## config.mk

```make
export PLATFORM = sky130hd
export DESIGN_NAME = wbhrb_bridge
export DESIGN_NICKNAME = d
export VERILOG_FILES = /design/src/wbhrb_pkg.sv /design/src/wbhrb_wait_counter.sv /design/src/wbhrb_bridge.sv
export SDC_FILE = /design/constraint.sdc
export NUM_CORES = 1
export LEC_CHECK = 0
export ABC_CLOCK_PERIOD_IN_PS = 5600
export BUFFER_PORTS_ARGS = -buffer_cell sky130_fd_sc_hd__buf_2
export CAP_MARGIN = 20
export CORE_MARGIN = 3
export CORE_UTILIZATION = 37
export CTS_CLUSTER_SIZE = 8
export DETAILED_ROUTE_END_ITERATION = 8
export REMOVE_ABC_BUFFERS = 1
export SLEW_MARGIN = 30
export SYNTH_ARGS = -nofsm -noshare
export SYNTH_HDL_FRONTEND = slang
export SYNTH_HIERARCHICAL = 1
export SYNTH_SLANG_ARGS = --single-unit
```

## constraint.sdc

```tcl
create_clock -name clk -period 5.6 [get_ports clk]
set_clock_uncertainty 0.05 [all_clocks]
set_input_delay 0.28 -clock clk [delete_from_list [all_inputs] [get_ports clk]]
set_output_delay 0.28 -clock clk [all_outputs]
set_load 0.005 [all_outputs]
```

## src/wbhrb_pkg.sv

```systemverilog
package wbhrb_pkg;

    // Widths of the processor side, the ROM side and the generated address bits.
    localparam int unsigned UPPER_W = 14;
    localparam int unsigned LOW_W = 2;
    localparam int unsigned HALF_W = 16;
    localparam int unsigned NUM_READS = 4;
    localparam int unsigned DWORD_W = HALF_W * NUM_READS;
    localparam int unsigned ROM_ADDR_W = UPPER_W + LOW_W;

    // Generated low address bits for the first halfword and the last one.
    localparam logic [LOW_W-1:0] LOW_FIRST = 2'h0;
    localparam logic [LOW_W-1:0] LOW_LAST = 2'h3;
    localparam logic [LOW_W-1:0] LOW_STEP = 2'h1;

    // Wait counter: idle value, first count, and the counts at which events are issued.
    localparam int unsigned CNT_W = 4;
    localparam logic [CNT_W-1:0] CNT_IDLE = 4'h0;
    localparam logic [CNT_W-1:0] CNT_FIRST = 4'h1;
    localparam logic [CNT_W-1:0] CNT_STEP = 4'h1;
    localparam logic [CNT_W-1:0] CNT_FLAG_AT = 4'h7;
    localparam logic [CNT_W-1:0] CNT_LATCH_AT = 4'h8;
    localparam logic [CNT_W-1:0] CNT_NEXT_AT = 4'h9;
    localparam logic [CNT_W-1:0] CNT_LAST = 4'hA;

    // Control sequencer states.
    typedef enum logic [2:0] {
        ST_IDLE = 3'h0,
        ST_CHECK = 3'h1,
        ST_DECODE = 3'h2,
        ST_READ0 = 3'h3,
        ST_READ1 = 3'h4,
        ST_READ2 = 3'h5,
        ST_READ3 = 3'h6,
        ST_DECIDE = 3'h7
    } wbhrb_ctrl_t;

    localparam logic [2:0] ST_STEP = 3'h1;

    // Processor bus signals, all active high here.
    typedef struct packed {
        logic transfer_start;
        logic data_bus_busy;
        logic read_not_write;
        logic [UPPER_W-1:0] upper_rom_address_bits;
    } wbhrb_bus_t;

    // Signals from the external address decode.
    typedef struct packed {
        logic rom_chip_select;
        logic rom_redirect;
    } wbhrb_dec_t;

    // Wait counter state.
    typedef struct packed {
        logic [CNT_W-1:0] count;
        logic next_pulse;
        logic early_flag;
        logic latch_strobe;
    } wbhrb_cnt_t;

    // Control sequencer state, including the ROM address and the halfword latches.
    typedef struct packed {
        wbhrb_ctrl_t state;
        logic run;
        logic [ROM_ADDR_W-1:0] rom_address;
        logic [NUM_READS-1:0][HALF_W-1:0] read_data;
    } wbhrb_top_t;

endpackage

```

## src/wbhrb_wait_counter.sv

```systemverilog
`timescale 1ns/1ps
module wbhrb_wait_counter
    import wbhrb_pkg::*;
(
    input wire logic clk,
    input wire logic reset,
    input wire logic run,
    input wire logic abort,
    input wire logic last,
    output logic next_pulse,
    output logic early_flag,
    output logic latch_strobe
);

    wbhrb_cnt_t q;
    wbhrb_cnt_t d;

    // Ten further counts after a start; abort drops straight back to idle.
    always_comb begin
        d = q;
        d.next_pulse = 1'b0;
        d.early_flag = 1'b0;
        d.latch_strobe = 1'b0;
        if (abort) begin
            d.count = CNT_IDLE;
        end else if (q.count == CNT_IDLE) begin
            if (run) begin
                d.count = CNT_FIRST;
            end
        end else if (q.count == CNT_LAST) begin
            d.count = CNT_IDLE;
        end else begin
            d.count = q.count + CNT_STEP;
        end
        if (!abort) begin
            d.next_pulse = (q.count == CNT_NEXT_AT);
            d.early_flag = (q.count == CNT_FLAG_AT) && last;
            d.latch_strobe = (q.count == CNT_LATCH_AT);
        end
    end

    // State register.
    always_ff @(posedge clk or posedge reset) begin
        if (reset) begin
            q <= '0;
        end else begin
            q <= d;
        end
    end

    assign next_pulse = q.next_pulse;
    assign early_flag = q.early_flag;
    assign latch_strobe = q.latch_strobe;

endmodule

```

## src/wbhrb_bridge.sv

```systemverilog
`timescale 1ns/1ps
// Contract
// - Four halfword ROM reads per 64-bit operand.
// - ROM address upper fourteen bits from processor.
// - Low two address bits change every read.
// - Each halfword captured into its own latch.
// - Always return a full 64-bit operand.
// - Respond only while redirect is negated.
// - Writes start no ROM access.
// - Early flag exactly two clocks before data.
// - Bus busy negation returns sequencer and counter to idle; address and latches hold.
// - Wait counter runs ten further single-clock states.
// - Decide: idle, new access, or continue burst.
module wbhrb_bridge
    import wbhrb_pkg::*;
(
    input wire logic clk,
    input wire logic reset,
    input wire wbhrb_bus_t bus,
    input wire wbhrb_dec_t dec,
    input wire logic [HALF_W-1:0] rom_data,
    output logic [ROM_ADDR_W-1:0] rom_address,
    output logic [DWORD_W-1:0] read_data,
    output logic early_completion_flag
);

    wbhrb_top_t q;
    wbhrb_top_t d;
    logic ctr_next;
    logic ctr_latch;
    logic ctr_early;
    logic last_half;
    logic accept;
    logic [NUM_READS-1:0][HALF_W-1:0] lane_d;

    // The fourth halfword is the one whose generated bits are all ones.
    assign last_half = (q.rom_address[LOW_W-1:0] == LOW_LAST);

    // A new access needs a read, no redirect, and the chip select.
    assign accept = bus.data_bus_busy && bus.read_not_write && !dec.rom_redirect
        && dec.rom_chip_select;

    wbhrb_wait_counter u_wait (
        .clk(clk),
        .reset(reset),
        .run(q.run),
        .abort(!bus.data_bus_busy),
        .last(last_half),
        .next_pulse(ctr_next),
        .early_flag(ctr_early),
        .latch_strobe(ctr_latch)
    );

    // Each latch pair loads only when the generated bits point at it, so the
    // earlier halfwords hold while later ones are fetched.
    for (genvar k = 0; k < NUM_READS; k++) begin : g_lane
        assign lane_d[k] = (ctr_latch && q.rom_address[LOW_W-1:0] == LOW_W'(k)) ?
            rom_data : q.read_data[k];
    end

    // Control sequencer. The counter is started by a one-clock run pulse on
    // entry to each read state, and its completion pulse moves the sequence on.
    always_comb begin
        d = q;
        d.run = 1'b0;
        d.read_data = lane_d;
        case (q.state)
            ST_IDLE: begin
                if (bus.transfer_start) begin
                    d.state = ST_CHECK;
                end
            end
            ST_CHECK: begin
                if (bus.data_bus_busy && bus.read_not_write && !dec.rom_redirect) begin
                    d.state = ST_DECODE;
                end else begin
                    d.state = ST_IDLE;
                end
            end
            ST_DECODE: begin
                if (accept) begin
                    d.state = ST_READ0;
                    d.run = 1'b1;
                    d.rom_address = {bus.upper_rom_address_bits, LOW_FIRST};
                end else begin
                    d.state = ST_IDLE;
                end
            end
            ST_READ0, ST_READ1, ST_READ2: begin
                if (!bus.data_bus_busy) begin
                    d.state = ST_IDLE;
                end else if (ctr_next) begin
                    d.state = wbhrb_ctrl_t'(q.state + ST_STEP);
                    d.run = 1'b1;
                    d.rom_address[LOW_W-1:0] = q.rom_address[LOW_W-1:0] + LOW_STEP;
                end
            end
            ST_READ3: begin
                if (!bus.data_bus_busy) begin
                    d.state = ST_IDLE;
                end else if (ctr_next) begin
                    d.state = ST_DECIDE;
                end
            end
            ST_DECIDE: begin
                if (bus.transfer_start) begin
                    d.state = ST_DECODE;
                end else if (bus.data_bus_busy) begin
                    d.state = ST_CHECK;
                end else begin
                    d.state = ST_IDLE;
                end
            end
            default: begin
                d.state = ST_IDLE;
            end
        endcase
    end

    // State register; the bus-busy abort above does the functional reset.
    always_ff @(posedge clk or posedge reset) begin
        if (reset) begin
            q <= '0;
        end else begin
            q <= d;
        end
    end

    assign rom_address = q.rom_address;
    assign read_data = q.read_data;
    assign early_completion_flag = ctr_early;

    // Assertions.
    AST_FLAG_TWO_BEFORE: assert property (@(posedge clk) disable iff (reset)
        early_completion_flag |-> ##2 (ctr_next && q.state == ST_READ3))
        else $error("Early flag not two clocks before data valid.");

    AST_TEN_STATES: assert property (@(posedge clk)
        disable iff (reset || !bus.data_bus_busy)
        q.run |-> ##2 (!ctr_next) [*8] ##1 ctr_next)
        else $error("Read completion not ten clocks after start.");

    AST_UPPER_ADDR: assert property (@(posedge clk) disable iff (reset)
        (q.state == ST_READ0 && q.run) |->
        q.rom_address[ROM_ADDR_W-1:LOW_W] == $past(bus.upper_rom_address_bits))
        else $error("ROM upper address not taken from processor address.");

    AST_LOW_BITS: assert property (@(posedge clk) disable iff (reset)
        (q.state inside {ST_READ0, ST_READ1, ST_READ2, ST_READ3}) |->
        q.rom_address[LOW_W-1:0] == LOW_W'(q.state - ST_READ0))
        else $error("Generated low address bits out of step with read.");

    AST_REDIRECT: assert property (@(posedge clk) disable iff (reset)
        (q.state == ST_CHECK && dec.rom_redirect) |=> q.state == ST_IDLE)
        else $error("Access taken while redirect asserted.");

    AST_NO_WRITE: assert property (@(posedge clk) disable iff (reset)
        (q.state == ST_CHECK && !bus.read_not_write) |=> (q.state == ST_IDLE && !q.run))
        else $error("Write started a ROM access.");

    AST_ABORT: assert property (@(posedge clk) disable iff (reset)
        (q.state inside {ST_DECODE, ST_READ0, ST_READ1, ST_READ2, ST_READ3}
        && !bus.data_bus_busy) |=> (q.state == ST_IDLE) ##1 !ctr_next)
        else $error("Bus busy negation did not return to idle.");

    AST_LATCH: assert property (@(posedge clk) disable iff (reset)
        ctr_latch |=> q.read_data[$past(q.rom_address[LOW_W-1:0])] == $past(rom_data))
        else $error("Halfword not captured into its latch pair.");

    AST_FLAG_LAST: assert property (@(posedge clk) disable iff (reset)
        early_completion_flag |-> (last_half && q.state == ST_READ3))
        else $error("Early flag outside the fourth read.");

    AST_DECIDE_NEW: assert property (@(posedge clk) disable iff (reset)
        (q.state == ST_DECIDE && bus.transfer_start) |=> q.state == ST_DECODE)
        else $error("Back-to-back start not taken from decide.");

    AST_DECIDE_BURST: assert property (@(posedge clk) disable iff (reset)
        (q.state == ST_DECIDE && !bus.transfer_start && bus.data_bus_busy)
        |=> q.state == ST_CHECK)
        else $error("Burst not continued from decide.");

    AST_DECIDE_IDLE: assert property (@(posedge clk) disable iff (reset)
        (q.state == ST_DECIDE && !bus.transfer_start && !bus.data_bus_busy)
        |=> q.state == ST_IDLE)
        else $error("Finished access did not return to idle.");

    AST_NO_CHIP_SELECT: assert property (@(posedge clk) disable iff (reset)
        (q.state == ST_DECODE && !dec.rom_chip_select) |=> (q.state == ST_IDLE && !q.run))
        else $error("Access started without chip select.");

    // Latches move only on a strobe, so a refused access leaves them intact and an aborted one changes only the halfwords already captured.
    AST_LATCH_HOLD: assert property (@(posedge clk) disable iff (reset)
        !ctr_latch |=> q.read_data == $past(q.read_data))
        else $error("Latch pair changed without a capture strobe.");

    AST_FLAG_PULSE: assert property (@(posedge clk) disable iff (reset)
        early_completion_flag |=> !early_completion_flag)
        else $error("Early flag held for more than one clock.");

    // A run held until the counter returns to idle would start a second, unwanted count.
    AST_RUN_PULSE: assert property (@(posedge clk) disable iff (reset)
        q.run |=> !q.run)
        else $error("Counter start held for more than one clock.");

    // Main scenarios.
    COV_FULL_READ: cover property (@(posedge clk) disable iff (reset)
        q.state == ST_READ3 ##1 q.state == ST_DECIDE);
    COV_BURST: cover property (@(posedge clk) disable iff (reset)
        q.state == ST_DECIDE ##1 q.state == ST_CHECK);
    COV_BACK_TO_BACK: cover property (@(posedge clk) disable iff (reset)
        q.state == ST_DECIDE ##1 q.state == ST_DECODE);
    COV_ABORT: cover property (@(posedge clk) disable iff (reset)
        q.state == ST_READ1 && !bus.data_bus_busy);
    COV_REFUSE: cover property (@(posedge clk) disable iff (reset)
        q.state == ST_CHECK ##1 q.state == ST_IDLE);

endmodule

```

; ---- Word level (Yosys, flattened, before mapping)
; Index checks and enable logic that the tools add are counted.
[totals]
reg_bits = 91
in_bits = 37
output_inout_bits = 81
word_cells = 74
[op_classes]
addsub = 3
n_eq_ne = 21
n_mux = 21
reduce_logical = 17
[ops]
columns = op, n
row1 = 4-bit two-way mux, 5
row2 = 3-bit one-hot mux with 6 select lines, 1
row3 = 17-bit two-way mux, 1
row4 = 3-bit two-way mux, 5
row5 = 3-bit == test (second input constant), 4
row6 = 4-bit == test (second input constant), 3
row7 = 2-bit two-way mux, 5
row8 = 1-bit logical AND, 8
row9 = 3-bit by 2-bit == test with 1-bit output (second input constant), 2
row10 = 2-bit != test (second input constant), 3
row11 = 3-bit by 2-bit != test with 1-bit output (second input constant), 2
row12 = 4-bit by 1-bit adder with 4-bit output (second input constant), 1
row13 = 2-bit == test (second input constant), 2
row14 = 4-bit by 3-bit == test with 1-bit output (second input constant), 1
row15 = 4-bit logical NOT, 1
row16 = 2-bit one-hot mux with 2 select lines, 1
row17 = 4-bit AND reduction, 1
row18 = 3-bit by 1-bit adder with 3-bit output (second input constant), 1
row19 = 3-bit by 1-bit == test with 1-bit output (second input constant), 1
row20 = 3-bit logical NOT, 1
row21 = 3-bit != test (second input constant), 1
row22 = 3-bit AND reduction, 1
row23 = 3-bit OR reduction, 1
row24 = 2-bit by 1-bit adder with 2-bit output (second input constant), 1
row25 = 8 further kinds, 9

; ---- Longest topological paths before layout
[depth]
depth_word = 5
mapped_depth = 8
depth_no_buf = 6

; ---- By module
; Netlist, hierarchy kept.
[modules_own_cells]
columns = module, n_inst, cells_per_inst, area_per_inst_um2, seq_area_each_um2
row1 = wbhrb_bridge, 1, 306, 4033.9, 2102.0
row2 = wbhrb_wait_counter, 1, 32, 315.3, 175.2

; ---- Least setup slack after synthesis
; OpenSTA, ideal clock, no wires.
[synth_timing]
path_type = register -> register
from = register q[81] (netlist bit)
to = register q, in the netlist rom_address[10]
setup_time_ns = 0.125
arrival_time_ns = 1.698
t_required_ns = 5.425
slack_ns = 3.727
path_stages_with_launch = 8
path_buffers = 2
period_less_slack_ns = 1.873
path_cell_list = dfrtp_1 inv_1 ha_1 nor2b_1 and3_1 buf_2 buf_4 mux2_2
[synth_between]
elab_chain_len = 2
[synth_rtl]
columns = element, line_no
row1 = start: declaration, wbhrb_bridge.sv:27  ; wbhrb_top_t q;
row2 = start signal: assignment, wbhrb_bridge.sv:123  ; q <= '0;
row3 = start signal: assignment, wbhrb_bridge.sv:125  ; q <= d;
row4 = 3-bit by 2-bit == test with 1-bit output, wbhrb_bridge.sv:67  ; case (q.state)
row5 = 2-bit AND reduction (no source line), n/a
; No other way between the ends.
; A chain may end at the register's enable or synchronous reset.

; ---- Worst setup path after layout
[layout_timing]
from = register q[81] (netlist bit)
to = register q, in the netlist rom_address[12]
; Same word-level chain as after synthesis.

==> results.tsv <==
stage	metric	value	unit
global_route	grt_max_degree	85	
final_layout	n_fill_cell	1046	
synth	synth_seq_cells	91	
routing	routed_wl	8440	um
place	pre_cts_slack	3370	ps
clocking	cts_buffer_depth	2	
global_route	antenna_found_initial	0	
timing	finalSetupTns	0	ps
synth	synthArstFlopShare	1.00	
synth	syn_area_per_cell	12.9	sq um
timing	slew_headroom	0.404	
clocking	insertion_delay	340	ps
place	gp_routability_congestion	0.766	
clocking	cts-root-buf	clkbuf_16	
timing	fmax	451	MHz
timing	rsz0062_at_grt	no	
routing	wl_per_cell	16.1	um
clocking	cts_sinks	91	
die	die_h	114	um
clocking	htree_levels	3	
final_layout	n_antenna_cell	0	
place	port_buffers	117	
synth	syn_inst	338	
clocking	ctsResizeCount	0	
power_and_ir_drop	vdd_drop_max	0.219	mV
routing	drc	0	
final_layout	regArea	2280	sq um
global_route	gr-total-overflow	0	
routing	first_iter_violations	68	
synth	ys_types	35	
routing	first_pass_iters	4	
critical_path	critPathArrivalTime	2390	ps
synth	synth_edf_count	0	
routing	viasPerCell	4.76	
final_layout	area_delta_synth_final	10.8	%
die	die-area	13100	sq um
die	ioPinCount	118	
final_layout	post_route_cells_drive_above_1_share	0.566	
critical_path	required	5770	ps
global_route	grt_usage	0.133	
final_layout	nNetsFinal	426	
worst_hold_path	holdCritPathClass	in2reg	
synth	seq_area_frac_synth	0.524	
synth	synth_top_area_share	0.524	
timing	finalMaxSlewViolations	0	
place	dpl.hpwl	5830	um
power_and_ir_drop	p_leak	2.35	nW
run_status	status	completed	
critical_path	end_kind	flip-flop	
global_route	grt_pass1_vias	2557	
synth	synth_warnings	6	
critical_path	path_max_fanout	18	
synth	synth_flop_cell	dfrtp_1	
timing	worstMarginPinSlew	892	ps
timing	hold_viol	0	
synth	syn_area	4350	sq um
clocking	cts_tree	built	
timing	period_share	0.396	
synth	synth_most_common_cell	dfrtp_1	
final_layout	multi_input_area	1380	sq um
routing	vias	2500	
clocking	numCtsBuffers	9	
flow_run	drv_cap	0	
die	dieWidth	114	um
critical_path	critPathLaunchType	flip-flop	
die	row_count	38	
critical_path	critPathKind	reg2reg	
synth	synth_area_leaders	dfrtp_1 52%, mux2_2 20%, buf_4 14%, ha_1 2.6%, nand2_1 1.2%	
global_route	grt_pass1_wl	13300	um
synth	synth_area_leader_cell	dfrtp_1	
power_and_ir_drop	power_density	331	nW/um^2
routing	drt.antenna.violating_nets	0	
clocking	path_clk_slew	60	ps
synth	synth_common_cells	91 x dfrtp_1, 82 x buf_4, 79 x mux2_2	
die	fp.coreArea	11200	sq um
timing	timing.final.ws_setup	3380	ps
die	start_util	0.389	
timing	finalSetupViolations	0	
timing	period_minus_slack	2220	ps
-- power by group --
part | total [mW] | internal [mW] | switching (mW)
registers | 0.742 | 0.712 | 0.0298
logic | 0.196 | 0.103 | 0.0933
clock network | 0.656 | 0.413 | 0.243
-- timing repair --
action,CTS,global route
buffers inserted,0,0
hold buffers,1,0
setup endpoints to repair,0,0
hold endpoints to repair,7,0
-- cell families (layout without fill, tap and decap cells) --
family          after synthesis  after routing  share of synthesized area
simple gates                 34             34                     0.0437
xor+xnor                      2              2                    0.00403
flops                        91             91                      0.524
compound gates               20             20                     0.0339
mux                          81             81                      0.209
buf+inv                     101            148                      0.160
fa+ha+maj                     9              9                     0.0259
-- worst paths after layout --
| kind | slack [ps] | cells past startpoint | start | to |
|---|---|---|---|---|
| max | 3380 | 5 | q[81] | rom_address[12] |
| min | 120 | 2 | bus[11] | rom_address[13] |
| max reg2reg | 3380 | 5 | q[81] | rom_address[12] |
| min reg2reg | 450 | 1 | rom_address[8] | rom_address[8] |
| max in group asynchronous | 4320 | 4 | reset | read_data[0] |
| min in group asynchronous | 390 | 3 | reset | u_wait/q[6] |
-- placed cells by master (no fill, tap or decap), drive strengths merged, types with 3 or more instances in the layout --
cell and n:
a21oi 3, a32oi 3, buf 118, clkbuf 11
clkinv 4, dfrtp 91, ha 9, inv 12
mux2 79, nand2 14, nor3 5
-- worst max-delay path, cell delays in order (launching register included) --
cell and delay [ps]:
dfrtp_1 410, inv_1 110, ha_1 280, nor2b_1 200
and3_1 640, mux2_2 410
-- per-layer routing --
metal | part of all wire | global-route usage
met1 | 0.43 | 0.163
met2 | 0.48 | 0.214
met3 | 0.069 | 0.0571
met4 | 0.014 | 0.0396
met5 | 0 | 0
-- sequential cells by signal (all words and copies together), names as in the netlist --
| signal | count |
|---|---|
| q | 4 |
| u_wait/latch_strobe | 1 |
| rom_address | 16 |
| u_wait/early_flag | 1 |
| read_data | 64 |
| u_wait/next_pulse | 1 |
| u_wait/q | 4 |
-- final cells by class --
| class | instances | area share |
|---|---|---|
| Clock buffer | 11 | 0.0525 |
| Clock inverter | 5 | 0.0156 |
| Inverter | 13 | 0.0104 |
| Multi-Input combinational cell | 146 | 0.286 |
| Sequential cell | 91 | 0.473 |
| Tap cell | 140 | 0.0364 |
| Timing Repair Buffer | 119 | 0.126 |
-- stage by stage --
stage | hold WS, ps | cells | power (mW) | utilization | area, sq um
after global placement | 203 | 508 | 0.947 | 0.400 | 4470
final | 117 | 525 | 1.59 | 0.431 | 4820
after detailed placement | 197 | 508 | 0.954 | 0.401 | 4480
after global routing | 99.1 | 525 | 1.67 | 0.431 | 4820
after CTS | 100 | 525 | 1.62 | 0.431 | 4810
after floorplan | 33.4 | 250 | 0.858 | - | 3700
Note: power is estimated with default switching activity, not from simulation.
